## src/rtl/cssel_defines.svh

```systemverilog
// offsets, field positions, codes and counts of the clock source and start-up selector
`ifndef CSSEL_DEFINES_SVH
`define CSSEL_DEFINES_SVH

// ==========================================================
// register byte offsets
`define CSSEL_OFF_TRIM 8'h00
`define CSSEL_OFF_PRESCALE 8'h04
`define CSSEL_OFF_STATUS 8'h08
`define CSSEL_OFF_CONTROL 8'h0C

// ==========================================================
// field positions
`define CSSEL_TRIM_RANGE_BIT 7
`define CSSEL_CTRL_SLEEP_BIT 0
`define CSSEL_STAT_RUN_BIT 0
`define CSSEL_STAT_SLEEP_BIT 1
`define CSSEL_STAT_HALT_BIT 2
`define CSSEL_STAT_SRC_LSB 8
`define CSSEL_STAT_STUP_LSB 12
`define CSSEL_STAT_OUTFUSE_BIT 14
`define CSSEL_STAT_DIV8_BIT 15

// ==========================================================
// fuse codes, 0 = programmed
`define CSSEL_SRC_EXT 4'h0
`define CSSEL_SRC_RC 4'h2
`define CSSEL_SRC_LF_FAST 4'h6
`define CSSEL_SRC_LF_SLOW 4'h7
`define CSSEL_STUP_NONE 2'h0
`define CSSEL_STUP_SHORT 2'h1
`define CSSEL_STUP_LONG 2'h2
`define CSSEL_FUSE_PROGRAMMED 1'h0

// ==========================================================
// reset values and counts
`define CSSEL_PS_DIV1 4'h0
`define CSSEL_PS_DIV8 4'h3
`define CSSEL_PS_MAX 4'h8
`define CSSEL_RST_CK 17'h0000E
`define CSSEL_WAKE_SHORT 17'h00006
`define CSSEL_WAKE_LF_FAST 17'h00400
`define CSSEL_WD_SHORT 17'h01000

`endif

```

## src/rtl/cssel_pkg.sv

```systemverilog
// types of the clock source and start-up selector
package cssel_pkg;
    typedef enum logic [2:0] {
        ST_LATCH,
        ST_RST_WD,
        ST_RST_CK,
        ST_RUN,
        ST_SLEEP,
        ST_WAKE,
        ST_HALT
    } cssel_state_t;
endpackage : cssel_pkg

```

## src/rtl/cssel_top.sv

```systemverilog
// clock source selection, start-up timing, rc trim and clock output with an apb register port
//
// Overview of operation
// - fuse codes 0110 and 0111 select the low-frequency watch crystal.
// - crystal reset delay: 14 clocks plus 0, 4.1 ms or 65 ms; 11 reserved.
// - crystal wake from sleep takes 1K clocks (0110) or 32K clocks (0111).
// - fuse code 0010 selects the internal 8 MHz rc oscillator.
// - every reset loads the factory calibration byte into the trim register.
// - rc source wakes in 6 clocks; reset delay as start-up fuses say.
// - watchdog oscillator keeps timing the reset time-out whatever the source.
// - software may rewrite the 8-bit trim register, retuning the oscillator.
// - trim top bit picks lower or upper overlapping frequency range.
// - lower seven trim bits tune monotonically within the range.
// - fuse code 0000 selects the external clock on the oscillator input.
// - external clock wakes in 6 clocks; reset delay as start-up fuses say.
// - programmed clock output fuse drives system clock on the pin from reset release, through the start-up delay.
// - the clock output pin carries the prescaled system clock.
// - clock output works with every clock source.
// - programmed divide-by-eight fuse starts the prescaler at divide by 8.
// - 4.1 ms and 65 ms delays count 4,096 and 65,536 watchdog cycles.
// - every fuse bit reads 1 as unprogrammed and 0 as programmed.
`timescale 1ns/1ps
`include "cssel_defines.svh"

module cssel_top import cssel_pkg::*; #(
    parameter int WD_LONG = 65536,
    parameter int LF_WAKE_SLOW = 32768
) (
    // apb slave
    input wire logic pclk,
    input wire logic presetn,
    input wire logic psel,
    input wire logic penable,
    input wire logic pwrite,
    input wire logic [7:0] paddr,
    input wire logic [31:0] pwdata,
    output logic [31:0] prdata,
    output logic pready,
    output logic pslverr,
    // fuses and factory calibration
    input wire logic [3:0] clock_source_select_fuses,
    input wire logic [1:0] startup_time_fuses,
    input wire logic clock_output_fuse,
    input wire logic initial_divide_by_eight_fuse,
    input wire logic [7:0] factory_cal,
    // one-cycle edge ticks of each oscillator, and the wake request
    input wire logic lf_xtal_tick,
    input wire logic rc_osc_tick,
    input wire logic ext_clk_tick,
    input wire logic wd_osc_tick,
    input wire logic wake_req,
    // clock control outputs
    output logic [7:0] rc_oscillator_trim,
    output logic cpu_clk_en,
    output logic cpu_clk_tick,
    output logic watchdog_tick,
    output logic clock_output_pin,
    output logic clock_output_pin_oe
);

    // ==========================================================
    // state
    cssel_state_t state_ff, nxt_state;
    logic [16:0] cnt_ff, nxt_cnt;
    logic [3:0] srcsel_ff, nxt_srcsel;
    logic [1:0] stup_ff, nxt_stup;
    logic outfuse_ff, nxt_outfuse;
    logic div8_ff, nxt_div8;
    logic [7:0] trim_ff, nxt_trim;
    logic [3:0] ps_ff, nxt_ps;
    logic [7:0] pre_cnt_ff, nxt_pre_cnt;
    logic sysclk_ff, nxt_sysclk;
    logic run_tick_ff, nxt_run_tick;
    logic wd_ff, nxt_wd;
    logic [31:0] prdata_ff, nxt_prdata;
    logic pready_ff, nxt_pready;
    logic pslverr_ff, nxt_pslverr;

    logic src_tick;
    logic sys_tick;
    logic [16:0] wd_target;
    logic [16:0] wake_target;
    logic wr_en;
    logic sleep_wr;

    function automatic logic fuse_valid(input logic [3:0] ck, input logic [1:0] su);
        logic ok;
        ok = (ck == `CSSEL_SRC_EXT) || (ck == `CSSEL_SRC_RC) ||
             (ck == `CSSEL_SRC_LF_FAST) || (ck == `CSSEL_SRC_LF_SLOW);
        return ok && (su != 2'h3);
    endfunction : fuse_valid

    function automatic logic mapped(input logic [7:0] a);
        return (a == `CSSEL_OFF_TRIM) || (a == `CSSEL_OFF_PRESCALE) ||
               (a == `CSSEL_OFF_STATUS) || (a == `CSSEL_OFF_CONTROL);
    endfunction : mapped

    // ==========================================================
    // source selection and start-up targets
    always_comb begin
        unique case (srcsel_ff)
            `CSSEL_SRC_LF_FAST, `CSSEL_SRC_LF_SLOW: src_tick = lf_xtal_tick;
            `CSSEL_SRC_RC: src_tick = rc_osc_tick;
            `CSSEL_SRC_EXT: src_tick = ext_clk_tick;
            default: src_tick = 1'b0;
        endcase
        unique case (stup_ff)
            `CSSEL_STUP_SHORT: wd_target = `CSSEL_WD_SHORT;
            `CSSEL_STUP_LONG: wd_target = 17'(WD_LONG);
            default: wd_target = 17'h00000;
        endcase
        unique case (srcsel_ff)
            `CSSEL_SRC_LF_FAST: wake_target = `CSSEL_WAKE_LF_FAST;
            `CSSEL_SRC_LF_SLOW: wake_target = 17'(LF_WAKE_SLOW);
            default: wake_target = `CSSEL_WAKE_SHORT;
        endcase
    end

    // ==========================================================
    // apb decode
    assign wr_en = psel && penable && pready_ff && pwrite;
    assign sleep_wr = wr_en && (paddr == `CSSEL_OFF_CONTROL) && pwdata[`CSSEL_CTRL_SLEEP_BIT];

    // ==========================================================
    // start-up sequencer
    always_comb begin
        nxt_state = state_ff;
        nxt_cnt = cnt_ff;
        nxt_srcsel = srcsel_ff;
        nxt_stup = stup_ff;
        nxt_outfuse = outfuse_ff;
        nxt_div8 = div8_ff;
        unique case (state_ff)
            ST_LATCH: begin
                // fuses are caught after release, since async reset may only load constants
                nxt_srcsel = clock_source_select_fuses;
                nxt_stup = startup_time_fuses;
                nxt_outfuse = clock_output_fuse;
                nxt_div8 = initial_divide_by_eight_fuse;
                nxt_cnt = 17'h00000;
                // reserved codes never release the clocks
                nxt_state = fuse_valid(clock_source_select_fuses, startup_time_fuses) ? ST_RST_WD : ST_HALT;
            end
            ST_RST_WD: begin
                if (cnt_ff >= wd_target) begin
                    nxt_state = ST_RST_CK;
                    nxt_cnt = 17'h00000;
                end else if (wd_osc_tick) begin
                    nxt_cnt = cnt_ff + 17'h00001;
                end
            end
            ST_RST_CK: begin
                if (cnt_ff >= `CSSEL_RST_CK) begin
                    nxt_state = ST_RUN;
                end else if (src_tick) begin
                    nxt_cnt = cnt_ff + 17'h00001;
                end
            end
            ST_RUN: begin
                if (sleep_wr) begin
                    nxt_state = ST_SLEEP;
                end
            end
            ST_SLEEP: begin
                if (wake_req) begin
                    nxt_state = ST_WAKE;
                    nxt_cnt = 17'h00000;
                end
            end
            ST_WAKE: begin
                if (cnt_ff >= wake_target) begin
                    nxt_state = ST_RUN;
                end else if (src_tick) begin
                    nxt_cnt = cnt_ff + 17'h00001;
                end
            end
            ST_HALT: begin
                nxt_state = ST_HALT;
            end
        endcase
    end

    always_ff @(posedge pclk or negedge presetn) begin
        if (!presetn) begin
            state_ff <= ST_LATCH;
            cnt_ff <= 17'h00000;
            srcsel_ff <= 4'hF;
            stup_ff <= 2'h3;
            outfuse_ff <= 1'b1;
            div8_ff <= 1'b1;
        end else begin
            state_ff <= nxt_state;
            cnt_ff <= nxt_cnt;
            srcsel_ff <= nxt_srcsel;
            stup_ff <= nxt_stup;
            outfuse_ff <= nxt_outfuse;
            div8_ff <= nxt_div8;
        end
    end

    // ==========================================================
    // trim, prescaler and clock generation
    always_comb begin
        nxt_trim = trim_ff;
        nxt_ps = ps_ff;
        if (state_ff == ST_LATCH) begin
            nxt_trim = factory_cal;
            nxt_ps = (initial_divide_by_eight_fuse == `CSSEL_FUSE_PROGRAMMED) ? `CSSEL_PS_DIV8 : `CSSEL_PS_DIV1;
        end else if (wr_en && paddr == `CSSEL_OFF_TRIM) begin
            // range bit and fine bits go straight to the oscillator
            nxt_trim = pwdata[7:0];
        end else if (wr_en && paddr == `CSSEL_OFF_PRESCALE && pwdata[3:0] <= `CSSEL_PS_MAX) begin
            // reserved divide codes are ignored so the clock never stops
            nxt_ps = pwdata[3:0];
        end
        sys_tick = 1'b0;
        nxt_pre_cnt = pre_cnt_ff;
        if (src_tick) begin
            if (pre_cnt_ff >= 8'((9'h001 << ps_ff) - 9'h001)) begin
                sys_tick = 1'b1;
                nxt_pre_cnt = 8'h00;
            end else begin
                nxt_pre_cnt = pre_cnt_ff + 8'h01;
            end
        end
        // toggles on every divided edge, so the pin shows half the divided tick rate
        nxt_sysclk = sysclk_ff ^ sys_tick;
        nxt_run_tick = sys_tick && (state_ff == ST_RUN);
        nxt_wd = wd_osc_tick;
    end

    always_ff @(posedge pclk or negedge presetn) begin
        if (!presetn) begin
            trim_ff <= 8'h00;
            ps_ff <= `CSSEL_PS_DIV8;
            pre_cnt_ff <= 8'h00;
            sysclk_ff <= 1'b0;
            run_tick_ff <= 1'b0;
            wd_ff <= 1'b0;
        end else begin
            trim_ff <= nxt_trim;
            ps_ff <= nxt_ps;
            pre_cnt_ff <= nxt_pre_cnt;
            sysclk_ff <= nxt_sysclk;
            run_tick_ff <= nxt_run_tick;
            wd_ff <= nxt_wd;
        end
    end

    // ==========================================================
    // apb answer: no wait state, data prepared in the setup cycle
    always_comb begin
        nxt_pready = psel && !penable;
        nxt_pslverr = psel && !penable && !mapped(paddr);
        nxt_prdata = 32'h00000000;
        if (psel && !penable && !pwrite) begin
            unique case (paddr)
                `CSSEL_OFF_TRIM: nxt_prdata = {24'h000000, trim_ff};
                `CSSEL_OFF_PRESCALE: nxt_prdata = {28'h0000000, ps_ff};
                `CSSEL_OFF_STATUS: begin
                    nxt_prdata[`CSSEL_STAT_RUN_BIT] = (state_ff == ST_RUN);
                    nxt_prdata[`CSSEL_STAT_SLEEP_BIT] = (state_ff == ST_SLEEP);
                    nxt_prdata[`CSSEL_STAT_HALT_BIT] = (state_ff == ST_HALT);
                    nxt_prdata[`CSSEL_STAT_SRC_LSB +: 4] = srcsel_ff;
                    nxt_prdata[`CSSEL_STAT_STUP_LSB +: 2] = stup_ff;
                    nxt_prdata[`CSSEL_STAT_OUTFUSE_BIT] = outfuse_ff;
                    nxt_prdata[`CSSEL_STAT_DIV8_BIT] = div8_ff;
                end
                default: nxt_prdata = 32'h00000000;
            endcase
        end
    end

    always_ff @(posedge pclk or negedge presetn) begin
        if (!presetn) begin
            prdata_ff <= 32'h00000000;
            pready_ff <= 1'b0;
            pslverr_ff <= 1'b0;
        end else begin
            prdata_ff <= nxt_prdata;
            pready_ff <= nxt_pready;
            pslverr_ff <= nxt_pslverr;
        end
    end

    // ==========================================================
    // outputs, each straight from a flip-flop
    logic cpu_en_ff;
    logic cko_oe_ff;
    always_ff @(posedge pclk or negedge presetn) begin
        if (!presetn) begin
            cpu_en_ff <= 1'b0;
            cko_oe_ff <= 1'b0;
        end else begin
            cpu_en_ff <= (nxt_state == ST_RUN);
            // the latched fuse owns the pin through every start-up state
            cko_oe_ff <= (nxt_outfuse == `CSSEL_FUSE_PROGRAMMED);
        end
    end

    assign prdata = prdata_ff;
    assign pready = pready_ff;
    assign pslverr = pslverr_ff;
    assign rc_oscillator_trim = trim_ff;
    assign cpu_clk_en = cpu_en_ff;
    assign cpu_clk_tick = run_tick_ff;
    assign watchdog_tick = wd_ff;
    assign clock_output_pin = sysclk_ff;
    assign clock_output_pin_oe = cko_oe_ff;

    // ==========================================================
    // assertions
    a_trim_factory_load: assert property (@(posedge pclk) disable iff (!presetn)
        state_ff == ST_LATCH |=> rc_oscillator_trim == $past(factory_cal))
        else $error("trim not loaded from factory calibration");
    a_trim_sw_write: assert property (@(posedge pclk) disable iff (!presetn)
        (wr_en && paddr == `CSSEL_OFF_TRIM && state_ff != ST_LATCH) |=> rc_oscillator_trim == $past(pwdata[7:0]))
        else $error("trim write lost");
    a_div8_start: assert property (@(posedge pclk) disable iff (!presetn)
        (state_ff == ST_LATCH && !initial_divide_by_eight_fuse) |=> ps_ff == 4'h3)
        else $error("prescaler not at divide by 8");
    a_rst_ck_count: assert property (@(posedge pclk) disable iff (!presetn)
        (state_ff == ST_RST_CK && $past(state_ff) == ST_RST_CK && nxt_state == ST_RUN) |-> cnt_ff == 17'h0000E)
        else $error("reset clock count is not 14");
    a_wd_delay_len: assert property (@(posedge pclk) disable iff (!presetn)
        (state_ff == ST_RST_WD && nxt_state == ST_RST_CK && stup_ff == 2'h1) |-> cnt_ff == 17'h01000)
        else $error("short time-out not 4096 watchdog cycles");
    a_wake_short: assert property (@(posedge pclk) disable iff (!presetn)
        (state_ff == ST_WAKE && srcsel_ff == 4'h2 && cnt_ff == 17'h00006) |=> state_ff == ST_RUN ##1 cpu_clk_en)
        else $error("rc wake not after 6 clocks");
    a_gate_until_done: assert property (@(posedge pclk) disable iff (!presetn)
        $rose(cpu_clk_en) |-> $past(state_ff, 2) inside {ST_RST_CK, ST_WAKE})
        else $error("cpu clock released early");
    a_clkout_drive: assert property (@(posedge pclk) disable iff (!presetn)
        (state_ff != ST_LATCH && $past(state_ff) != ST_LATCH) |-> clock_output_pin_oe == !outfuse_ff)
        else $error("clock output enable disagrees with fuse");
    a_halt_gated: assert property (@(posedge pclk) disable iff (!presetn)
        state_ff == ST_HALT |-> !cpu_clk_en && !cpu_clk_tick)
        else $error("clocks released on reserved fuses");

endmodule : cssel_top

```

## config.mk

```make
export PLATFORM = sky130hd
export DESIGN_NAME = cssel_top
export DESIGN_NICKNAME = d
export VERILOG_FILES = /design/src/rtl/cssel_pkg.sv /design/src/rtl/cssel_top.sv
export VERILOG_INCLUDE_DIRS = /design/src /design/src/rtl
export SDC_FILE = /design/constraint.sdc
export NUM_CORES = 1
export LEC_CHECK = 0
export BUFFER_PORTS_ARGS = -buffer_cell sky130_fd_sc_hd__buf_2
export CAP_MARGIN = 20
export CORE_AREA = 2 2 126 128
export CTS_CLUSTER_SIZE = 8
export DETAILED_ROUTE_END_ITERATION = 16
export DIE_AREA = 0 0 128 130
export PLACE_DENSITY = 0.49
export SLEW_MARGIN = 10
export SYNTH_ARGS = -nofsm -noshare
export SYNTH_HDL_FRONTEND = slang
export SYNTH_SLANG_ARGS = --single-unit
```

## constraint.sdc

```tcl
create_clock -name pclk -period 7.5 [get_ports pclk]
set_input_delay 0.75 -clock pclk [delete_from_list [all_inputs] [get_ports pclk]]
set_output_delay 0.75 -clock pclk [all_outputs]
set_load 0.01 [all_outputs]
```

==> results by group <==
Cells and area
  – Fillers: 1630
  – Final std cells w/o fill: 711
  – Fin util: 32.2%
  – Area grow syn2layout: 18.0%
  – Most frequent cells in the layout: buf_2 (72), dfrtp_1 (61), nand2_1 (56), a21oi_1 (24), mux2i_1 (23)
  – Ant diodes: 0
  – Sequential cell area: 1790 um2
  – Commonest non-fill, non-tap cell in the layout: buf_2
  – Area of the multi-input gates: 2230 um2
  – Layout cells sized above 1: 20.8%
  – # nets final: 598
  – Final Instance Area: 4970 um2

Placed design
  – Placed insts: 695
  – Placed Area: 4680 um2
  – Hpwl dp: 7940 um
  – Final GP Congestion: 0.830
  – Pre-CTS setup slack: 3.93 ns
  – PortBufs: 72

Drt
  – TritonRoute pass-1 iters: 4
  – 1st-iter DRT viols: 203
  – Routed via count: 3537
  – Final WL: 11000 um
  – Wire per inst: 15.4 um
  – Number of remaining DRC errors: 0
  – Antenna-violating nets left: 0
  – Post-DR vias/cell: 4.97

Power
  – Sw Share: 38.3%
  – Leakage Power: 2.27 nW
  – Pwr/cell area: 317 nW/um2
  – Switching pwr: 604 uW
  – Combinational power share: 35.7%
  – Overall Power: 1.58 mW
  – Clock power share: 27.1%
  – Pint: 973 uW
  – Reg power frac: 37.2%
  – Worst vdd rail ir drop: 0.129 mV

Timing
  – Hold Slack: 0.467 ns
  – Min cycle time layout: 3.58 ns
  – RSZ-0062 raised after global routing: no
  – Final Cycle Share: 47.7%
  – Min setup slack post-route: 3.92 ns
  – Setup tns final: 0 ns
  – Fmax achieved: 0.280 GHz
  – Slew Limit Fails: 0
  – Slew margin rel.: 35.9%
  – Setup Skew: 0.0109 ns
  – Final hold violation count: 0
  – Worst-Margin Slew: 0.961 ns
  – Setup violators final: 0

Clocking
  – Post-cts resize count: 0
  – Clk buf depth: 2
  – Num CTS Buffers: 9
  – TritonCTS clock tree: yes
  – Clk pin slew, worst setup/hold paths: 0.05 ns
  – Post-CTS Setup Repair Bufs: 0
  – Hold buffer count at CTS: 0
  – Htree depth: 3
  – Root Driver: clkbuf_16
  – Clock Latency Late Sink: 0.35 ns
  – CTS Sinks: 71

Critical path
  – Crit path cell chain: and3b_1 > nand2b_1 > ha_1 > a211o_1 > o41ai_1 > a21o_1 > o211ai_2 > or4_1 > a21oi_1
  – Crit path arrival time: 3.84 ns
  – Critical Path End Type: flip-flop
  – R2R Path Start: srcsel_ff[1]
  – R2r setup slk: 3.92 ns
  – Slowest cell delay on critical path: 0.64 ns
  – Buffer and inverter count on the worst path: 0
  – Reg-to-reg endpoint: cnt_ff[3]
  – Critical Path Slowest Stage Cell: or4_1
  – Reg2Reg Depth: 9
  – Nature of the critical path startpoint: flip-flop
  – Kind of critical path: reg -> reg
  – Required @ worst endpoint: 7.76 ns
  – Cell family with most CP delay: compound AO/OA/AOI/OAI gates
  – Worst Path Max Fanout: 24

Synthesis
  – Area contributors post-synth: dfrtp_1 (36%), dfstp_2 (6.2%), mux2i_1 (5.5%), ha_1 (5.3%), nand2_1 (5.0%)
  – Cells after synthesis: 451
  – Synth Area in Simple Gates: 24.4%
  – Synth warn: 0
  – Top cell type's share of synthesized area: 36.2%
  – Compound-Gate Fraction of Synth Area: 15.0%
  – Dominant synthesized flop cell: dfrtp_1
  – Post-synthesis mux area share: 5.73%
  – Cell area after synthesis: 4220 um2
  – Syn avg cell area: 9.35 um2
  – Largest family of logic cells by synthesized area: simple AND/OR/NAND/NOR gates
  – Netlist cell types: 60
  – Seq cells post-synth: 71
  – Post-synthesis adder-cell area fraction: 5.34%
  – Post-synthesis xor/xnor area fraction: 1.04%
  – Synth area leader: dfrtp_1
  – Seq/Total Area, Yosys: 42.4%
  – Post-synth EDFFs: 0
  – Async SR Flop Fraction: 100%

Global routing
  – First-pass GRT wire length: 18000 um
  – Maximum number of pins on one net before global-route repair: 72
  – Vias in the first global route: 3444
  – Initial antenna violation count: 0
  – Grt total ovfl: 0
  – GRT Total Usage: 14.0%

Hold path
  – Hold path startpoint: clock_output_pin
  – HP Class: reg -> reg
  – Hold depth: 1
  – Hold Path Sink: clock_output_pin

Floorplanning
  – Core footprint: 15400 um2
  – Site row count: 46
  – Die ar.: 16600 um2
  – Initial Utilization: 27.3%
  – Die Span Y: 130 um
  – Die X: 128 um
  – Ports: 113

Run status
  – Outcome: finished, final reports clean

Job
  – Max_cap viols: 0
==> sequential cells by signal, indices dropped and copies added (netlist names), 2 cells and up <==
signal / flops
ps_ff: 4
rc_oscillator_trim: 8
cnt_ff: 17
stup_ff: 2
state_ff: 3
prdata: 16
srcsel_ff: 4
pre_cnt_ff: 8
==> area by class of cell <==
type / count / share of cell area, %
flip-flops and latches: 71 / 36.0
well taps: 192 / 4.83
clock inverters: 5 / 1.18
multi-input cells: 347 / 44.9
inverters: 11 / 0.830
repair buffers: 74 / 7.55
clock buffers: 11 / 4.68
==> power groups by stage <==
stage	clock, mW	sequential, mW	combinational [mW]
after CTS	0.440	0.587	0.567
after floorplan	0	0.553	0.438
after detailed placement	0	0.594	0.565
final	0.428	0.587	0.563
after global routing	0.463	0.604	0.640
after global placement	0	0.591	0.550
==> how the worst max path moves through the flow <==
| stage | cells past startpoint | slack, ns | endpoint | from |
|---|---|---|---|---|
| after floorplan | 13 | 4.35 | pre_cnt_ff[0] | ps_ff[2] |
| after global placement | 9 | 4.00 | cnt_ff[7] | srcsel_ff[1] |
| after detailed placement | 9 | 3.93 | cnt_ff[3] | srcsel_ff[1] |
| after CTS | 9 | 3.91 | cnt_ff[3] | srcsel_ff[1] |
| after global routing | 12 | 3.58 | pre_cnt_ff[0] | ps_ff[2] |
| final | 9 | 3.92 | cnt_ff[3] | srcsel_ff[1] |
==> worst register-to-register path, cell delays in order, from the launching register on <==
cell and delay (ns):
dfstp_2 0.58, and3b_1 0.39, nand2b_1 0.10, ha_1 0.29, a211o_1 0.26, o41ai_1 0.43, a21o_1 0.23, o211ai_2 0.41
or4_1 0.64, a21oi_1 0.16
==> cells by family after synthesis <==
family | after synthesis
compound gates | 93
xor+xnor | 5
fa+ha+maj | 18
buf+inv | 48
flops | 71
mux | 24
other cells | 1
simple gates | 191
==> cell usage after synthesis (3+ instances only) <==
cell type / instances
xnor2_1: 3
dfrtp_1: 61
nand3_1: 16
a22o_1: 3
a21oi_1: 24
and4_1: 3
nor2_1: 20
nand2b_1: 15
nor2b_1: 6
o21ai_0: 18
ha_1: 18
dfstp_2: 10
clkbuf_1: 17
inv_1: 11
or3_1: 6
a22oi_1: 3
or4_1: 10
o31ai_1: 9
nor4_1: 5
buf_4: 17
mux2i_1: 23
a21o_1: 7
nand2_1: 56
o211ai_1: 4
and2_1: 15
nand4_1: 10
and3_1: 7
nor3_1: 10
==> per-layer routing <==
layer / part of all wire, % / up-vias / global-route usage, % / routed length (um)
li1: - / 1730 / - / -
met1: 46 / 1725 / 17.4 / 5070
met2: 48 / 69 / 23.6 / 5280
met3: 3.8 / 13 / 3.90 / 421
met4: 1.7 / 0 / 4.52 / 188
met5: 0 / - / 0 / 0
(Power assumes the default switching activity.)
